## src/design/aou_regs.svh

```systemverilog
// constants of the analog output update control block
`ifndef AOU_REGS_SVH
`define AOU_REGS_SVH
`define AOU_CLK_HZ 20000000
`define AOU_AGG_RATE_HZ 250000
`define AOU_MIN_STROBE_HZ 305
// least spacing of channel updates, rounded up to whole cycles
`define AOU_UPD_CYC ((`AOU_CLK_HZ + `AOU_AGG_RATE_HZ - 1) / `AOU_AGG_RATE_HZ)
// longest strobe period, rounded down
`define AOU_MAX_DIV (`AOU_CLK_HZ / `AOU_MIN_STROBE_HZ)
`define AOU_NCH 8
`define AOU_WORD_W 16
`define AOU_HOST_W 32
`define AOU_FIFO_DEPTH 32
`define AOU_AE_LEVEL 8
`define AOU_DIV_W 17
`endif

```

## src/design/aou_pkg.sv

```systemverilog
// types of the analog output update control block
package aou_pkg;
    typedef enum logic [1:0] {
        AOU_FIXED, AOU_RATEGEN, AOU_SOFT, AOU_HARD
    } aou_mode_e;
    typedef enum logic [1:0] {
        AOU_DMA_OFF, AOU_DMA_BLOCK, AOU_DMA_DEMAND
    } aou_dma_e;
    typedef enum logic {
        AOU_POP_CHAN, AOU_POP_VAL
    } aou_pop_e;
endpackage : aou_pkg

```

## src/design/aou_fifo_if.sv

```systemverilog
// carrier between the update controller and its output fifo
`timescale 1ns/1ps
`default_nettype none
interface aou_fifo_if #(parameter int W = 16, parameter int LW = 6);
    logic in_valid;
    logic [W-1:0] in_data;
    logic in_ready;
    logic out_valid;
    logic [W-1:0] out_data;
    logic out_ready;
    logic [LW-1:0] level;
    modport fifo (input in_valid, in_data, out_ready,
                  output in_ready, out_valid, out_data, level);
    modport user (output in_valid, in_data, out_ready,
                  input in_ready, out_valid, out_data, level);
endinterface : aou_fifo_if
`default_nettype wire

```

## src/design/aou_fifo.sv

```systemverilog
// output sample fifo, flip-flop storage
`timescale 1ns/1ps
`default_nettype none
module aou_fifo #(
    parameter int W = 16,
    parameter int DEPTH = 32,
    parameter int LW = 6
) (
    input wire logic mclk_in,
    input wire logic rst_in,
    aou_fifo_if.fifo f
);
    localparam int AW = $clog2(DEPTH);
    generate
        if (DEPTH < 2 || (1 << AW) != DEPTH || LW < AW + 1) begin : g_chk
            $error("fifo depth must be a power of two, level wide enough");
        end
    endgenerate

    logic [W-1:0] mem_ff [DEPTH];
    logic [W-1:0] nxt_mem [DEPTH];
    logic [AW-1:0] wp_ff, nxt_wp, rp_ff, nxt_rp;
    logic [LW-1:0] cnt_ff, nxt_cnt;
    logic rdy_ff, nxt_rdy;
    logic push, pop;

    assign push = f.in_valid && rdy_ff;
    assign pop = f.out_ready && (cnt_ff != '0);
    assign f.in_ready = rdy_ff;
    assign f.out_valid = (cnt_ff != '0);
    assign f.out_data = mem_ff[rp_ff];
    assign f.level = cnt_ff;

    always_comb begin
        nxt_mem = mem_ff;
        nxt_wp = wp_ff;
        nxt_rp = rp_ff;
        nxt_cnt = cnt_ff;
        if (push) begin
            nxt_mem[wp_ff] = f.in_data;
            nxt_wp = wp_ff + 1'b1;
        end
        if (pop) begin
            nxt_rp = rp_ff + 1'b1;
        end
        if (push && !pop) begin
            nxt_cnt = cnt_ff + 1'b1;
        end else if (pop && !push) begin
            nxt_cnt = cnt_ff - 1'b1;
        end
        // ready is registered so back-pressure leaves from a flop
        nxt_rdy = (nxt_cnt != LW'(DEPTH));
    end

    always_ff @(posedge mclk_in or posedge rst_in) begin
        if (rst_in) begin
            wp_ff <= '0;
            rp_ff <= '0;
            cnt_ff <= '0;
            rdy_ff <= 1'b1;
            for (int i = 0; i < DEPTH; i++) begin
                mem_ff[i] <= '0;
            end
        end else begin
            wp_ff <= nxt_wp;
            rp_ff <= nxt_rp;
            cnt_ff <= nxt_cnt;
            rdy_ff <= nxt_rdy;
            mem_ff <= nxt_mem;
        end
    end
endmodule : aou_fifo
`default_nettype wire

```

## src/design/aou_update_ctrl.sv

```systemverilog
// analog output update control: fifo unpacking and update strobes
`timescale 1ns/1ps
`default_nettype none
`include "aou_regs.svh"
module aou_update_ctrl #(
    parameter int NCH = `AOU_NCH,
    parameter int DEPTH = `AOU_FIFO_DEPTH,
    parameter int AE_LEVEL = `AOU_AE_LEVEL,
    parameter int MAX_DIV = `AOU_MAX_DIV,
    parameter int UPD_CYC = `AOU_UPD_CYC
) (
    input wire logic mclk_in,
    input wire logic rst_in,
    input wire logic [`AOU_HOST_W-1:0] wr_data_in,
    input wire logic wr_valid_in,
    output logic wr_ready_out,
    input wire aou_pkg::aou_mode_e mode_in,
    input wire logic [3:0] active_chan_in,
    input wire logic [`AOU_DIV_W-1:0] rate_div_in,
    input wire logic sw_strobe_in,
    input wire logic ext_strobe_in,
    output logic update_strobe_ready_out,
    input wire logic [1:0] irq_sel_in,
    output logic irq_out,
    output logic fifo_full_out,
    output logic fifo_almost_empty_out,
    input wire aou_pkg::aou_dma_e dma_mode_in,
    input wire logic [1:0] dma_chan_en_in,
    output logic [1:0] dma_req_out,
    output logic [NCH*`AOU_WORD_W-1:0] dac_data_out,
    output logic dac_load_out
);
    localparam int WW = `AOU_WORD_W;
    localparam int LW = $clog2(DEPTH) + 1;
    localparam int DW = `AOU_DIV_W;
    localparam int CW = $clog2(NCH);

    generate
        if (NCH < 2 || NCH > 8 || (1 << CW) != NCH || MAX_DIV < 2 ||
            MAX_DIV >= (1 << DW) || UPD_CYC * NCH > MAX_DIV ||
            UPD_CYC < 1 || UPD_CYC >= (1 << 12) ||
            AE_LEVEL >= DEPTH) begin : g_chk
            $error("unsupported channel count, divider or threshold");
        end
    endgenerate

    aou_fifo_if #(.W(WW), .LW(LW)) fq ();
    aou_fifo #(.W(WW), .DEPTH(DEPTH), .LW(LW)) u_fifo (
        .mclk_in(mclk_in),
        .rst_in(rst_in),
        .f(fq)
    );

    ////////////////////////////////////////////////////////////////////////
    // state
    aou_pkg::aou_pop_e pop_ff, nxt_pop;
    logic [CW-1:0] chan_ff, nxt_chan;
    logic [11:0] pace_ff, nxt_pace;
    logic [11:0] gap_ff, nxt_gap;
    logic [DW-1:0] rg_ff, nxt_rg, period, min_div, reload;
    logic [3:0] act;
    logic [WW-1:0] pend_ff [NCH];
    logic [WW-1:0] nxt_pend [NCH];
    logic [WW-1:0] dac_ff [NCH];
    logic [WW-1:0] nxt_dac [NCH];
    logic s1_ff, s2_ff, s3_ff, lvl_ff, nxt_lvl;
    logic ext_rise, rg_tick, upd, pop_val, pop_chan;
    logic load_ff, nxt_load, srdy_ff, nxt_srdy, irq_ff, nxt_irq;
    logic full_ff, nxt_full, ae_ff, nxt_ae;
    logic [1:0] dreq_ff, nxt_dreq;

    // one fifo entry per 32-bit host write, low half
    assign fq.in_valid = wr_valid_in;
    assign fq.in_data = wr_data_in[WW-1:0];
    // value entries wait for the pacing count
    assign fq.out_ready = (pop_ff == aou_pkg::AOU_POP_CHAN) || (pace_ff == '0);
    assign pop_chan = fq.out_valid && (pop_ff == aou_pkg::AOU_POP_CHAN);
    assign pop_val = fq.out_valid && fq.out_ready &&
                     (pop_ff == aou_pkg::AOU_POP_VAL);

    ////////////////////////////////////////////////////////////////////////
    // strobe timing
    assign act = (active_chan_in == '0) ? 4'h1 :
                 (active_chan_in > 4'(NCH)) ? 4'(NCH) : active_chan_in;
    assign min_div = DW'(UPD_CYC) * DW'(act);
    // clamp programmed period into the legal range
    assign period = (rate_div_in < min_div) ? min_div :
                    (rate_div_in > DW'(MAX_DIV)) ? DW'(MAX_DIV) : rate_div_in;
    // fixed mode ignores the programmed divider
    assign reload = (mode_in == aou_pkg::AOU_FIXED) ? min_div : period;
    assign rg_tick = (rg_ff == '0);
    // edge counts once second and third stage agree
    assign ext_rise = (s2_ff == s3_ff) && s3_ff && !lvl_ff;

    always_comb begin
        upd = 1'b0;
        case (mode_in)
            // fixed mode strobes at maximum rate per active channel
            aou_pkg::AOU_FIXED: upd = rg_tick;
            // rate generator strobe loads every channel
            aou_pkg::AOU_RATEGEN: upd = rg_tick;
            aou_pkg::AOU_SOFT: upd = sw_strobe_in;
            aou_pkg::AOU_HARD: upd = ext_rise && srdy_ff;
            default: upd = 1'b0;
        endcase
    end

    always_comb begin
        nxt_pop = pop_ff;
        nxt_chan = chan_ff;
        nxt_pace = (pace_ff != '0) ? pace_ff - 1'b1 : pace_ff;
        nxt_pend = pend_ff;
        // cycles since the last value pop, saturating, for the pacing check
        nxt_gap = pop_val ? 12'h001 : (gap_ff == '1) ? gap_ff : gap_ff + 1'b1;
        case (pop_ff)
            // first entry of a pair names the channel
            aou_pkg::AOU_POP_CHAN: begin
                if (pop_chan) begin
                    nxt_chan = fq.out_data[CW-1:0];
                    nxt_pop = aou_pkg::AOU_POP_VAL;
                end
            end
            aou_pkg::AOU_POP_VAL: begin
                if (pop_val) begin
                    nxt_pend[chan_ff] = fq.out_data;
                    nxt_pace = 12'(UPD_CYC - 1);
                    nxt_pop = aou_pkg::AOU_POP_CHAN;
                end
            end
            default: nxt_pop = aou_pkg::AOU_POP_CHAN;
        endcase
    end

    always_comb begin
        nxt_rg = (rg_tick || mode_in == aou_pkg::AOU_SOFT ||
                  mode_in == aou_pkg::AOU_HARD) ? reload - 1'b1 : rg_ff - 1'b1;
        nxt_lvl = (s2_ff == s3_ff) ? s3_ff : lvl_ff;
        nxt_dac = dac_ff;
        // all channels copied in one cycle; a value arriving now waits
        if (upd) begin
            nxt_dac = pend_ff;
        end
        nxt_load = upd;
        // ready in hardware mode, not in the cycle of a load
        nxt_srdy = (mode_in == aou_pkg::AOU_HARD) && !upd && !load_ff;
        nxt_full = !fq.in_ready;
        nxt_ae = (fq.level <= LW'(AE_LEVEL));
        // each flag gated by its own select bit; one output
        nxt_irq = (irq_sel_in[0] && !fq.in_ready) ||
                  (irq_sel_in[1] && (fq.level <= LW'(AE_LEVEL)));
        nxt_dreq = 2'b00;
        // block uses channel 0; demand channels ask when running low
        case (dma_mode_in)
            aou_pkg::AOU_DMA_BLOCK: nxt_dreq = {1'b0, fq.in_ready};
            aou_pkg::AOU_DMA_DEMAND:
                nxt_dreq = dma_chan_en_in &
                           {2{fq.in_ready && (fq.level <= LW'(AE_LEVEL))}};
            default: nxt_dreq = 2'b00;
        endcase
    end

    always_ff @(posedge mclk_in or posedge rst_in) begin
        if (rst_in) begin
            pop_ff <= aou_pkg::AOU_POP_CHAN;
            chan_ff <= '0;
            pace_ff <= '0;
            gap_ff <= '1;
            rg_ff <= '0;
            s1_ff <= 1'b0;
            s2_ff <= 1'b0;
            s3_ff <= 1'b0;
            lvl_ff <= 1'b0;
            load_ff <= 1'b0;
            srdy_ff <= 1'b0;
            irq_ff <= 1'b0;
            full_ff <= 1'b0;
            ae_ff <= 1'b0;
            dreq_ff <= 2'b00;
        end else begin
            pop_ff <= nxt_pop;
            chan_ff <= nxt_chan;
            pace_ff <= nxt_pace;
            gap_ff <= nxt_gap;
            rg_ff <= nxt_rg;
            s1_ff <= ext_strobe_in;
            s2_ff <= s1_ff;
            s3_ff <= s2_ff;
            lvl_ff <= nxt_lvl;
            load_ff <= nxt_load;
            srdy_ff <= nxt_srdy;
            irq_ff <= nxt_irq;
            full_ff <= nxt_full;
            ae_ff <= nxt_ae;
            dreq_ff <= nxt_dreq;
        end
    end

    genvar g;
    generate
        for (g = 0; g < NCH; g++) begin : g_ch
            always_ff @(posedge mclk_in or posedge rst_in) begin
                if (rst_in) begin
                    pend_ff[g] <= '0;
                    dac_ff[g] <= '0;
                end else begin
                    pend_ff[g] <= nxt_pend[g];
                    dac_ff[g] <= nxt_dac[g];
                end
            end
            assign dac_data_out[g*WW +: WW] = dac_ff[g];
        end
    endgenerate

    assign wr_ready_out = fq.in_ready;
    assign update_strobe_ready_out = srdy_ff;
    assign irq_out = irq_ff;
    assign fifo_full_out = full_ff;
    assign fifo_almost_empty_out = ae_ff;
    assign dma_req_out = dreq_ff;
    assign dac_load_out = load_ff;
endmodule : aou_update_ctrl
`default_nettype wire

```

## config.mk

```make
export PLATFORM = sky130hd
export DESIGN_NAME = aou_update_ctrl
export DESIGN_NICKNAME = d
export VERILOG_FILES = /design/src/design/aou_pkg.sv /design/src/design/aou_fifo_if.sv /design/src/design/aou_fifo.sv /design/src/design/aou_update_ctrl.sv
export VERILOG_INCLUDE_DIRS = /design/src /design/src/design
export SDC_FILE = /design/constraint.sdc
export NUM_CORES = 2
export LEC_CHECK = 0
export ABC_AREA = 1
export BUFFER_PORTS_ARGS = -buffer_cell sky130_fd_sc_hd__buf_2
export CAP_MARGIN = 0
export CORE_MARGIN = 5
export CORE_UTILIZATION = 50
export CTS_CLUSTER_DIAMETER = 80
export CTS_CLUSTER_SIZE = 28
export DETAILED_ROUTE_END_ITERATION = 8
export HOLD_SLACK_MARGIN = 0.12
export PLACE_DENSITY = 0.7
export SLEW_MARGIN = 15
export SYNTH_ARGS = -nofsm -noshare
export SYNTH_HDL_FRONTEND = slang
export SYNTH_SLANG_ARGS = --single-unit
```

## constraint.sdc

```tcl
create_clock -name mclk_in -period 26.6 [get_ports mclk_in]
set_input_delay 2.66 -clock mclk_in [delete_from_list [all_inputs] [get_ports mclk_in]]
set_output_delay 2.66 -clock mclk_in [all_outputs]
set_load 0.05 [all_outputs]
```

==> out/results.txt <==
Post-Route WL - 91000 um
Area delta synth->final - 6.65%
Core area - 71400 um^2
Library cells used by synthesis - 56
Worst-margin pin slew - 1190 ps
Period utilisation layout - 0.208
GRT overflow - 0
Most frequent cells in the layout - nand2_1, dfrtp_1, o21ai_0
Buffers on Ports - 185
F_max - 0.181 GHz
Critical path's slowest cell - ha_1
Die H - 278 um
Synth warn - 0
DRC violations left - 0
Critical path buffers and inverters - 2
Post-synth EDFFs - 0
Worst path required time - 27090 ps
Crit-path cells - buf_2, nor2_1, ha_1, ha_1, ha_1, xor2_1, a21oi_1, ha_1, and3_1, nand2_1, nand2_1, nand3_1, o21ai_0, inv_2, ha_1, nand3_1, nor2_1, nand2_2, nor2_2, nand2_1, nand2_1, nand2_1
Cell taking the most area after synthesis - dfrtp_1
Layout cell share with drive strength beyond 1 - 0.0959
Area fraction of the dominant cell type after synthesis - 0.576
Fin. max-slew vios - 0
Top delay family on crit path - simple AND/OR/NAND/NOR gates
NumNets Final - 3937
CTS tree - built
Status - completed
Die extent in x - 278 um
Wire length per cell - 18.9 um
Sequential-to-total area share from yosys stat - 0.577
CP Depth - 22
Die footprint - 77300 um^2
Worst-path clk slew - 100 ps
Via-to-Cell Ratio - 5.62
Initial core utilization - 0.504
Root buf cell - clkbuf_16
Core Util, Final - 0.537
Cell area after synthesis - 35900 um^2
Sink Count - 829
Asr flop ratio synth - 1.00
Final Wtd Congestion - 0.848
Drt first pass iters - 6
Worst R2R End - pend_ff[2]
Largest net degree at the start of global routing - 187
Rel. slew slack - 0.204
CP Capture Type - register
Dominant synthesized flop cell - dfrtp_1
Clock buffer count from CTS - 39
Minimum clock period - 5530 ps
R2R setup slack - 22550 ps
HP Class - register to register
Synth area leaders - dfrtp_1, o21ai_0, nand2_1, nor2_1, mux2_1
First-pass GRT wire length - 143000 um
Critical Path AT - 6030 ps
Avg Inst Size Synth - 9.26 um^2
# Max-Cap Violations - 0
CP startpoint kind - input pin
Io pins - 202
H-Tree Depth - 2
Max clock buf depth - 3
Worst setup path end - rg_ff[16]
Most common cell after layout, fill and taps aside - nand2_1
WS Path Type - input pin to register
Final Skew - 34.9 ps
ANT nets after route - 0
RSZ-0062 raised after global routing - no
Worst VDD drop - 52.0 uV
DP HPWL - 52900 um
Worst-case reg-to-reg path depth - 8
PwrDens - 82.8 nW/um^2
DRT iter0 DRCs - 2896
Synthesized instance count - 3882
Setup TNS - 0 ps
CP max stage delay - 280 ps
Yosys reg bits - 829
Leakage dissipation - 18.4 nW
Vias in the first global route - 25100
R2R Path Start - u_fifo.rp_ff[1]
DR vias - 27100
Synth Net Count - 3970
Placement Rows - 98
Post-CTS setup repair buffer count - 0
Clk_lat worst skew - 620 ps
CP Max Fanout - 11
Critical path launch point - active_chan_in[3]
Gr usage total - 0.229
Final Setup Violations - 0
Initial antenna violation count - 0
Post_cts resized - 0
CTS Hold Bufs - 0
Final hold vios - 0
==> Yosys cell counts, types with 3 or more instances <==
cell      number
buf_4         11
buf_6         20
o221ai_1      35
inv_1        125
dfrtp_1      828
mux2_2        29
nor2_2         5
inv_2         11
buf_1         31
clkbuf_1     188
o21ai_1      167
clkinv_1       4
nor2_4         3
ha_1          22
nor3_1        10
buf_2         42
o21ai_2        4
nand2_2        6
a21oi_1       57
nand2_1      836
o22ai_1       77
mux2_1       100
nand3_1       94
o21ai_0      717
xor2_1        23
xnor2_1        3
o211ai_1      32
nor2_1       332
nand3_4        8
nand4_1       32
==> sequential cells by signal, indices dropped and copies added, names as in the netlist, 5 cells and up <==
signal,flops
dac_data_out,128
u_fifo.f.level,6
pend_ff,128
rg_ff,17
pace_ff,12
u_fifo.rp_ff,5
u_fifo.wp_ff,5
u_fifo.mem_ff,512
==> where the power goes <==
part / switching [W] / total, W / internal, W
Sequential: 0.000174 / 0.00178 / 0.00161
Clock: 0.000419 / 0.000729 / 0.000310
Combinational: 0.000418 / 0.000666 / 0.000248
==> worst min-delay path by stage <==
stage               startpoint  endpoint  slack [ps]  depth (start not counted)
detailed placement       s1_ff     s2_ff         350                          0
finish                   s1_ff     s2_ff         360                          0
global route             s1_ff     s2_ff         380                          0
CTS                      s1_ff     s2_ff         360                          0
floorplan                s1_ff     s2_ff         330                          0
global placement         s1_ff     s2_ff         340                          0
==> cells by family (layout without fill, tap and decap cells) <==
logic type	count (synthesis)	count (layout)	synth area share
other cells	1	2	0.000104
mux	129	129	0.0404
buf+inv	435	421	0.0525
flops	829	829	0.577
compound gates	1099	1099	0.163
fa+ha+maj	22	22	0.00766
xor+xnor	27	27	0.00679
simple gates	1340	1340	0.152
==> metal layers <==
layer / vias up / GRT usage / routed length (um)
met1: 13300 / 0.325 / 40300
met3: 127 / 0.0247 / 4790
li1: 12900 / - / -
met2: 741 / 0.375 / 42800
met5: - / 0 / 0
met4: 0 / 0.0746 / 3000
==> cell type report <==
type	instances	area, um^2
Timing Repair Buffer	219	1230
Fill cell	6536	33000
Antenna cell	1	2.50
Multi-Input combinational cell	2618	13400
Clock buffer	43	1020
Clock inverter	17	224
Inverter	142	557
Sequential cell	829	20800
Tap cell	950	1190
==> through the flow <==
stage          hold WS [ps]  total power [W]  instance area (um^2)  std cells  setup slack (ps)
6_report                360          0.00318                 38300       4819             21070
4_1_cts                 363          0.00319                 38300       4818             21110
5_1_grt                 380          0.00338                 38300       4818             20770
3_5_place_dp            346          0.00247                 37100       4758             20470
2_1_floorplan           331          0.00226                 35900       3882               654
3_3_place_gp            335          0.00243                 37100       4758             20520
No activity file was read; power rests on OpenSTA's default activity.
